<file path="config.mk">
export PLATFORM = sky130hd
export DESIGN_NAME = hcsp_top
export DESIGN_NICKNAME = d
export VERILOG_FILES = /design/src/hcsp_pkg.sv /design/src/hcsp_top.sv
export SDC_FILE = /design/constraint.sdc
export NUM_CORES = 1
export LEC_CHECK = 0
export ABC_AREA = 1
export BUFFER_PORTS_ARGS = -buffer_cell sky130_fd_sc_hd__buf_2
export CAP_MARGIN = 30
export CORE_ASPECT_RATIO = 0.5
export CORE_UTILIZATION = 40
export CTS_CLUSTER_SIZE = 28
export DETAILED_ROUTE_END_ITERATION = 7
export SLEW_MARGIN = 10
export SYNTH_ARGS = -nofsm -noshare
export SYNTH_HDL_FRONTEND = slang
export SYNTH_SLANG_ARGS = --single-unit
</file>
<file path="constraint.sdc">
create_clock -name clk_sys_i -period 2.1 [get_ports clk_sys_i]
set_input_delay 0.315 -clock clk_sys_i [delete_from_list [all_inputs] [get_ports clk_sys_i]]
set_output_delay 0.315 -clock clk_sys_i [all_outputs]
set_load 0.02 [all_outputs]
</file>
<file path="src/hcsp_pkg.sv">
// Constants for the Hall-commutated single-PWM gate logic.
// Assumes one 200 MHz clock and a simple strobe register port.
//
// How it works
// - Scheme field 011 enables Hall commutation
// - Modulated high sides copy the single PWM input
// - Dead time from rising and sensor values
// - Active freewheel drives inverted PWM low
// - Diode freewheel keeps inverted-PWM gates low
// - Dir high: codes 101,100,110 table
// - Dir high: codes 010,011,001 table
// - Dir low: codes 101,100,110 table
// - Dir low: codes 010,011,001 table
// - Unused phase has both gates low
// - Codes 111 and 000 force gates low
// - Brake low overrides Hall and direction
// - Brake pattern: low, high, alternate, off
package hcsp_pkg;
	// Register port
	localparam int          ADDR_W       = 8;
	localparam int          DATA_W       = 32;
	localparam logic [7:0]  REG_CTRL     = 8'h00;  // Scheme, freewheel, brake pattern
	localparam logic [7:0]  REG_DEAD     = 8'h04;  // Dead-time counts
	localparam logic [7:0]  REG_STAT     = 8'h08;  // Live inputs and gates
	// Control register fields
	localparam int          CTRL_SCH_LSB = 0;
	localparam int          CTRL_FW_BIT  = 3;
	localparam int          CTRL_BRK_LSB = 4;
	localparam logic [2:0]  SCHEME_HALL  = 3'h3;   // Hall-commutated single PWM
	localparam logic [2:0]  SCHEME_RST   = 3'h0;
	// Brake pattern codes
	localparam logic [1:0]  BRK_LOW      = 2'h0;
	localparam logic [1:0]  BRK_HIGH     = 2'h1;
	localparam logic [1:0]  BRK_ALT      = 2'h2;
	localparam logic [1:0]  BRK_OFF      = 2'h3;
	// Dead-time register fields and reset values
	localparam int          DEAD_RISE_LSB = 0;
	localparam int          DEAD_HALL_LSB = 8;
	localparam logic [7:0]  RISING_DEAD_TIME_RST   = 8'h0A;
	localparam logic [7:0]  SENSOR_MODE_DEAD_TIME_RST   = 8'h0A;
	// Status register fields
	localparam int          STAT_BAD_BIT  = 5;
	localparam int          STAT_GATE_LSB = 6;
	// Phase indices; gate vector is {lc,hc,lb,hb,la,ha}
	localparam logic [1:0]  PH_A         = 2'h0;
	localparam logic [1:0]  PH_B         = 2'h1;
	localparam logic [1:0]  PH_C         = 2'h2;
	localparam logic [1:0]  PH_NONE      = 2'h3;
	localparam logic [5:0]  ALL_LOW_SIDE = 6'h2A;
	localparam logic [5:0]  ALL_HIGH_SIDE = 6'h15;
	// Timing
	localparam int          CLK_PERIOD_NS = 5;
	localparam int          BRK_ALT_NS    = 10000;  // Half period of alternating brake
	localparam int          BRK_ALT_CYC   = BRK_ALT_NS / CLK_PERIOD_NS;
endpackage

</file>
<file path="src/hcsp_top.sv">
// Hall-commutated single-PWM gate logic for a three-phase bridge.
// Assumes pins come from outside the clock domain and the register
// master runs on clk_sys_i with one-cycle strobes.
`timescale 1ns/1ps

module hcsp_top
	import hcsp_pkg::*;
#(
	parameter int DT_W    = 8,            // Dead-time counter width
	parameter int ALT_CYC = BRK_ALT_CYC   // Cycles per alternating brake half
)(
	// Clock, reset, enable
	input  wire logic              clk_sys_i,
	input  wire logic              nrst_i,
	input  wire logic              en_i,
	// Register port
	input  wire logic [ADDR_W-1:0] addr_i,
	input  wire logic [DATA_W-1:0] wdata_i,
	input  wire logic              wr_i,
	input  wire logic              rd_i,
	output logic      [DATA_W-1:0] rdata_o,
	// Controller and sensor pins
	input  wire logic              single_pwm_in_i,
	input  wire logic              rotation_direction_in_i,
	input  wire logic              rotor_sensor_1_i,
	input  wire logic              rotor_sensor_2_i,
	input  wire logic              rotor_sensor_3_i,
	input  wire logic              brake_request_n_i,
	// Gate outputs
	output logic                   gate_high_a_o,
	output logic                   gate_low_a_o,
	output logic                   gate_high_b_o,
	output logic                   gate_low_b_o,
	output logic                   gate_high_c_o,
	output logic                   gate_low_c_o
);

	localparam int ALT_W = $clog2(ALT_CYC + 1);
	localparam logic [ALT_W-1:0] ALT_LAST = ALT_W'(ALT_CYC - 1);

	////////////////////////////////////////////////////////////////////////////
	// State
	////////////////////////////////////////////////////////////////////////////

	// Whole module state; pin bits are {brk_n,s3,s2,s1,dir,pwm}
	typedef struct packed {
		logic [5:0]             s1;      // First sync stage
		logic [5:0]             s2;      // Second sync stage
		logic [2:0]             scheme;  // Drive scheme select
		logic                   fw;      // freewheel_select: 1 active
		logic [1:0]             bsel;    // Brake pattern
		logic [DT_W-1:0]        dtr;     // rising_dead_time
		logic [DT_W-1:0]        dth;     // sensor_mode_dead_time
		logic [DT_W-1:0]        hcnt;    // Commutation blanking count
		logic [4:0]             key;     // Last {brake,dir,hall}
		logic [ALT_W-1:0]       acnt;    // Alternating brake timer
		logic                   aph;     // Alternating brake phase
		logic [5:0][DT_W-1:0]   gcnt;    // Per-gate turn-on delay
		logic [5:0]             gate;    // Gate drive flops
		logic [DATA_W-1:0]      rdata;   // Read data
	} hcsp_state_t;

	hcsp_state_t q;                      // Registered state
	hcsp_state_t d;                      // Next state

	// Decode results, also watched by the checks
	logic [2:0]  hall;                   // Hall code, sensor 1 is MSB
	logic        dir;                    // Synced direction
	logic        brk;                    // Brake requested
	logic        pwm;                    // Synced PWM
	logic        valid;                  // Hall code is legal
	logic        run;                    // Hall scheme selected
	logic [1:0]  mod_ph;                 // Modulated phase
	logic [1:0]  low_ph;                 // Phase with low side held on
	logic [5:0]  allow;                  // Gates the table may turn on
	logic [5:0]  flt;                    // Gates of the floating phase
	logic [5:0]  tgt;                    // Wanted gate levels
	logic        blank;                  // Commutation dead time active
	logic [4:0]  key;                    // Current {brake,dir,hall}

	////////////////////////////////////////////////////////////////////////////
	// Next-state logic
	////////////////////////////////////////////////////////////////////////////

	// All behaviour in one process; en_i low freezes everything
	always_comb begin
		d      = q;
		hall   = {q.s2[2], q.s2[3], q.s2[4]};  // Only second stage is read
		dir    = q.s2[1];
		brk    = ~q.s2[5];
		pwm    = q.s2[0];
		run    = (q.scheme == SCHEME_HALL);
		valid  = 1'b1;
		mod_ph = PH_NONE;
		low_ph = PH_NONE;
		allow  = '0;
		flt    = '0;
		tgt    = '0;
		key    = {brk, dir, hall};

		// Commutation table for direction high
		case (hall)
			3'h5: begin
				mod_ph = PH_A;
				low_ph = PH_C;
			end
			3'h4: begin
				mod_ph = PH_B;
				low_ph = PH_C;
			end
			3'h6: begin
				mod_ph = PH_B;
				low_ph = PH_A;
			end
			3'h2: begin
				mod_ph = PH_C;
				low_ph = PH_A;
			end
			3'h3: begin
				mod_ph = PH_C;
				low_ph = PH_B;
			end
			3'h1: begin
				mod_ph = PH_A;
				low_ph = PH_B;
			end
			default: begin
				valid = 1'b0;                  // 111 and 000 are forbidden
			end
		endcase

		// Direction low swaps the two active phases of every entry
		if (!dir) begin
			{mod_ph, low_ph} = {low_ph, mod_ph};
		end

		// Build wanted gates; the third phase stays off
		for (int p = 0; p < 3; p++) begin
			if (mod_ph == 2'(p)) begin
				tgt[2*p]     = pwm;                // High side follows PWM
				tgt[2*p+1]   = ~pwm & q.fw;        // Inverted PWM or held low
				allow[2*p]   = 1'b1;
				allow[2*p+1] = q.fw;
			end else if (low_ph == 2'(p)) begin
				tgt[2*p+1]   = 1'b1;
				allow[2*p+1] = 1'b1;
			end else if (valid) begin
				flt[2*p+1 -: 2] = 2'h3;
			end
		end

		// Forbidden code drives every gate low
		if (!valid) begin
			tgt = '0;
		end

		// Brake ignores Hall and direction
		if (brk) begin
			case (q.bsel)
				BRK_LOW:  tgt = ALL_LOW_SIDE;
				BRK_HIGH: tgt = ALL_HIGH_SIDE;
				BRK_ALT:  tgt = q.aph ? ALL_HIGH_SIDE : ALL_LOW_SIDE;
				default:  tgt = '0;                // Bridge off, switch nodes float
			endcase
		end

		// Other schemes are not handled here, so the bridge stays off
		if (!run) begin
			tgt = '0;
		end

		// While the sensor dead time is nonzero, any change of pattern blanks all gates for it plus one cycle
		blank = q.hcnt != '0 || (key != q.key && q.dth != '0);
		if (blank) begin
			tgt = '0;
		end

		if (en_i) begin
			// Two-stage pin synchronisers
			d.s1 = {brake_request_n_i, rotor_sensor_3_i, rotor_sensor_2_i,
				rotor_sensor_1_i, rotation_direction_in_i, single_pwm_in_i};
			d.s2 = q.s1;

			// Register writes
			if (wr_i) begin
				case (addr_i)
					REG_CTRL: begin
						d.scheme = wdata_i[CTRL_SCH_LSB +: 3];
						d.fw     = wdata_i[CTRL_FW_BIT];
						d.bsel   = wdata_i[CTRL_BRK_LSB +: 2];
					end
					REG_DEAD: begin
						d.dtr = wdata_i[DEAD_RISE_LSB +: DT_W];
						d.dth = wdata_i[DEAD_HALL_LSB +: DT_W];
					end
					default: begin
						// Unmapped or read-only: write ignored
					end
				endcase
			end

			// Register reads, data valid the next cycle only
			d.rdata = '0;
			if (rd_i) begin
				case (addr_i)
					REG_CTRL: begin
						d.rdata[CTRL_SCH_LSB +: 3] = q.scheme;
						d.rdata[CTRL_FW_BIT]       = q.fw;
						d.rdata[CTRL_BRK_LSB +: 2] = q.bsel;
					end
					REG_DEAD: begin
						d.rdata[DEAD_RISE_LSB +: DT_W] = q.dtr;
						d.rdata[DEAD_HALL_LSB +: DT_W] = q.dth;
					end
					REG_STAT: begin
						d.rdata[4:0]                = key;
						d.rdata[STAT_BAD_BIT]       = ~valid;
						d.rdata[STAT_GATE_LSB +: 6] = q.gate;
					end
					default: begin
						// Unmapped reads return zero
					end
				endcase
			end

			// Commutation blanking counter
			if (key != q.key) begin
				d.key  = key;
				d.hcnt = q.dth;
			end else if (q.hcnt != '0) begin
				d.hcnt = q.hcnt - 1'b1;
			end

			// Alternating brake timer runs only while that pattern is in use
			if (brk && q.bsel == BRK_ALT) begin
				if (q.acnt == ALT_LAST) begin
					d.acnt = '0;
					d.aph  = ~q.aph;
				end else begin
					d.acnt = q.acnt + 1'b1;
				end
			end else begin
				d.acnt = '0;
				d.aph  = 1'b0;
			end

			// Per-gate dead time: off at once, on only after the partner
			// has been off for the rising dead time
			for (int i = 0; i < 6; i++) begin
				if (!tgt[i]) begin
					d.gate[i] = 1'b0;
					d.gcnt[i] = '0;
				end else if (!q.gate[i]) begin
					if (q.gate[i ^ 1]) begin
						d.gcnt[i] = '0;            // Partner still conducting
					end else if (q.gcnt[i] >= q.dtr) begin
						d.gate[i] = 1'b1;
					end else begin
						d.gcnt[i] = q.gcnt[i] + 1'b1;
					end
				end
			end
		end
	end

	////////////////////////////////////////////////////////////////////////////
	// Registers
	////////////////////////////////////////////////////////////////////////////

	// Synchronous reset; bridge off and Hall scheme not selected
	always_ff @(posedge clk_sys_i) begin
		if (!nrst_i) begin
			q        <= '0;
			q.scheme <= SCHEME_RST;
			q.dtr    <= DT_W'(RISING_DEAD_TIME_RST);
			q.dth    <= DT_W'(SENSOR_MODE_DEAD_TIME_RST);
		end else begin
			q <= d;
		end
	end

	// Outputs straight from flops
	assign rdata_o       = q.rdata;
	assign gate_high_a_o = q.gate[0];
	assign gate_low_a_o  = q.gate[1];
	assign gate_high_b_o = q.gate[2];
	assign gate_low_b_o  = q.gate[3];
	assign gate_high_c_o = q.gate[4];
	assign gate_low_c_o  = q.gate[5];
endmodule // hcsp_top

</file>
==> reports/results.tsv <==
stage	metric	value	unit
status	status	finished clean	
synthesis	synth_common_cells	228 x nand2_1, 168 x nor2_1, 129 x dfxtp_1, 113 x inv_1, 79 x a21oi_1	
sta	fmax	503	MHz
synthesis	ys_async_sr_fraction	0	%
sta	fin_crit	1.99	ns
clock_tree	clk_pin_slew	0.06	ns
drt	vias	7556	
setup_path	critPathArrivalTime	2.30	ns
clock_tree	hold_buffers	0	
synthesis	synthDistinctLibCells	43	
drt	drc	0	
floorplanning	core	0.0189	mm2
sta	relSlewSlack	56.8	%
floorplanning	io_pins	89	
setup_path	path_max_fanout	7	
floorplanning	dieHeight	101	um
setup_path	critPathKind	register to register	
synthesis	avgSynthCellArea	6.91	um2
global_route	grt_pass1_wl	34100	um
placement	dpl.hpwl	15000	um
cells_and_area	fin_area	0.00959	mm2
pwr	ir_drop	0.627	mV
sta	drv_slew	0	
setup_path	endpoint_kind	register	
clock_tree	cts_tree	done	
global_route	grt_antenna_before_repair	0	
clock_tree	clkLatencyLatePin	0.42	ns
pwr	p_leak	0.00432	uW
floorplanning	die_w	201	um
drt	drt_pre_antenna_iters	5	
sta	fin_ws	0.113	ns
setup_path	critPathRequiredTime	2.41	ns
clock_tree	root_buffer	clkbuf_16	
pwr	power.density	674	mW/mm2
hold_path	holdCritPathClass	input pin to register	
global_route	overflow	0	
synthesis	yosys_warnings	0	
placement	port_buffers	56	
synthesis	yosysTopAreaCell	dfxtp_1	
clock_tree	htree_levels	4	
global_route	grt_max_degree	49	
cells_and_area	drive_gt1_share	17.7	%
sta	rsz0062_at_grt	yes	
cells_and_area	area_growth	21.3	%
floorplanning	rows	35	
floorplanning	die_area	0.0204	mm2
hold_path	worstHoldPathCells	3	
clock_tree	cts-buffers-inserted	17	
synthesis	synth-edff-count	0	
setup_path	start_kind	register	
clock_tree	clockBufferDepth	2	
placement	pre_cts_ws	0.0157	ns
setup_path	rrSetupSlack	0.11	ns
sta	worstMarginPinSlew	0.648	ns
global_route	grt_pass1_vias	6901	
pwr	p_total	6460	uW
sta	final_hold_viol_count	0	
hold_path	hold_end	q[140]$_SDFFE_PN0P_	
synthesis	synthesis.area	0.00791	mm2
drt	routed_wl	21200	um
placement	gp_congestion	0.853	
cells_and_area	antenna_cells	0	
run	max_cap_viol_count	0	
synthesis	synth_top_area_share	32.7	%
synthesis	dominantRegCellSynth	dfxtp_1	
hold_path	min_from	rotation_direction_in_i	
synthesis	synthesis.instances	1145	
sta	timing.final.crit_share	94.6	%
placement	dpl_cell_area	0.00855	mm2
setup_path	r2r-start	q[126]$_SDFFE_PN0P_	
cells_and_area	fin_nets	1328	
synthesis	synthTopCellsByArea	dfxtp_1 33%, nand2_1 11%, ha_1 9.0%, nor2_1 8.0%, inv_1 5.4%	
synthesis	ys_ff_latch	129	
floorplanning	start_util	41.9	%
clock_tree	clock_sinks	129	
synthesis	yosysMostFrequentCell	nand2_1	
sta	hold_ws	0.115	ns
drt	drt_iter0_markers	444	
sta	skew	0.0116	ns
drt	avgRoutedWirePerCell	14.2	um
setup_path	rr_endpoint	q[56]$_SDFFE_PN0P_	
synthesis	yosysSeqAreaShare	32.7	%
drt	postRouteAntennaNets	0	
setup_path	reg2reg_depth	14	
drt	viasPerCell	5.07	
global_route	grt_usage	21.1	%
sta	setup_viol	0	
[flip-flops by register name, summed over array words and instances, names as in the netlist]
name           count
q                102
dir                1
pwm                1
gate_low_a_o       1
gate_low_c_o       1
gate_high_a_o      1
hall               3
gate_high_c_o      1
gate_high_b_o      1
gate_low_b_o       1
rdata_o           16
[cell families after synthesis]
kind of cell	count (synthesis)	share of synthesized area, %
DFF	129	32.7
buffers and inverters	188	10.8
other	1	0.0474
adders and majority gates	57	9.02
and+or+nand+nor	550	30.8
AOI/OAI and AO/OA	188	13.1
xor gates and xnor gates	32	3.54
[routing by layer]
metal	vias up	GRT usage [%]	part of all wire [%]	wire, um
met3	21	4.41	4.0	847
met5	-	0	0	0
met1	3501	28.2	50	10700
met4	0	5.81	1.3	280
met2	163	34.8	44	9390
li1	3871	-	-	-
[per-stage QoR]
step           std cells  setup TNS (ns)  util, %
2_1_floorplan       1160               0        -
4_1_cts             1478               0     48.6
3_3_place_gp        1447               0     45.3
6_report            1491               0     50.8
3_5_place_dp        1447               0     45.3
5_1_grt             1491          -0.133     50.8
[worst max path at each step]
stage	cells after the start	slack, ns	from	end
after global routing	14	-0.03	q[126]$_SDFFE_PN0P_	q[54]$_SDFFE_PN0P_
after CTS	13	0.01	q[122]$_SDFFE_PN1P_	q[56]$_SDFFE_PN0P_
after global placement	14	0.06	q[122]$_SDFFE_PN1P_	q[56]$_SDFFE_PN0P_
final	14	0.11	q[126]$_SDFFE_PN0P_	q[56]$_SDFFE_PN0P_
after detailed placement	13	0.02	q[122]$_SDFFE_PN1P_	q[56]$_SDFFE_PN0P_
after floorplan	13	0.32	q[124]$_SDFFE_PN0P_	q[78]$_SDFFE_PN0P_
[where the power goes]
group          leakage, uW  switching (uW)  internal, uW  total [uW]
clock network     0.000303            1180          1960        3140
registers          0.00105            78.3          2520        2600
logic              0.00296             472           248         720
[cell type report]
class / instances / area [um2]
clock buffer: 20 / 467
clock inverter: 11 / 151
fill: 1807 / 9280
inverter: 121 / 470
multi-input combinational: 846 / 4810
sequential: 129 / 2590
tap: 259 / 324
timing repair buffer: 105 / 781
[what timing repair did]
action / 4_1_cts / 5_1_grt
endpoints found under the setup margin: 0 / 54
buffers inserted: 0 / 10
gates resized for setup: 0 / 62
[layout by cell type (no fill, tap or decap), types with 8 or more instances in the layout]
cell and count:
buf_2 56, xor2_1 26, a21oi_1 79, clkbuf_16 17
conb_1 16, nand4_1 18, ha_1 46, nand2_1 220
buf_4 37, inv_1 107, nor2_2 11, nor2_1 161
o22ai_1 8, o21ai_0 64, ha_4 11, nand3b_1 9
dfxtp_1 125, nand3_1 66, buf_12 10, nand2_2 13
nor3_1 23
[worst max-delay path, cell delays in order, from the launching register on]
cell and delay [ns]:
dfxtp_2 0.34, clkinvlp_4 0.10, buf_12 0.16, ha_1 0.29
nand2_1 0.07, nor2_1 0.14, nand4_1 0.09, nand3_1 0.09
nand2_1 0.05, nand2_1 0.10, nand2_2 0.11, nand2_4 0.12
inv_1 0.07, nor2_1 0.09, nor2_1 0.05
Power figures use the tool's default switching activity.
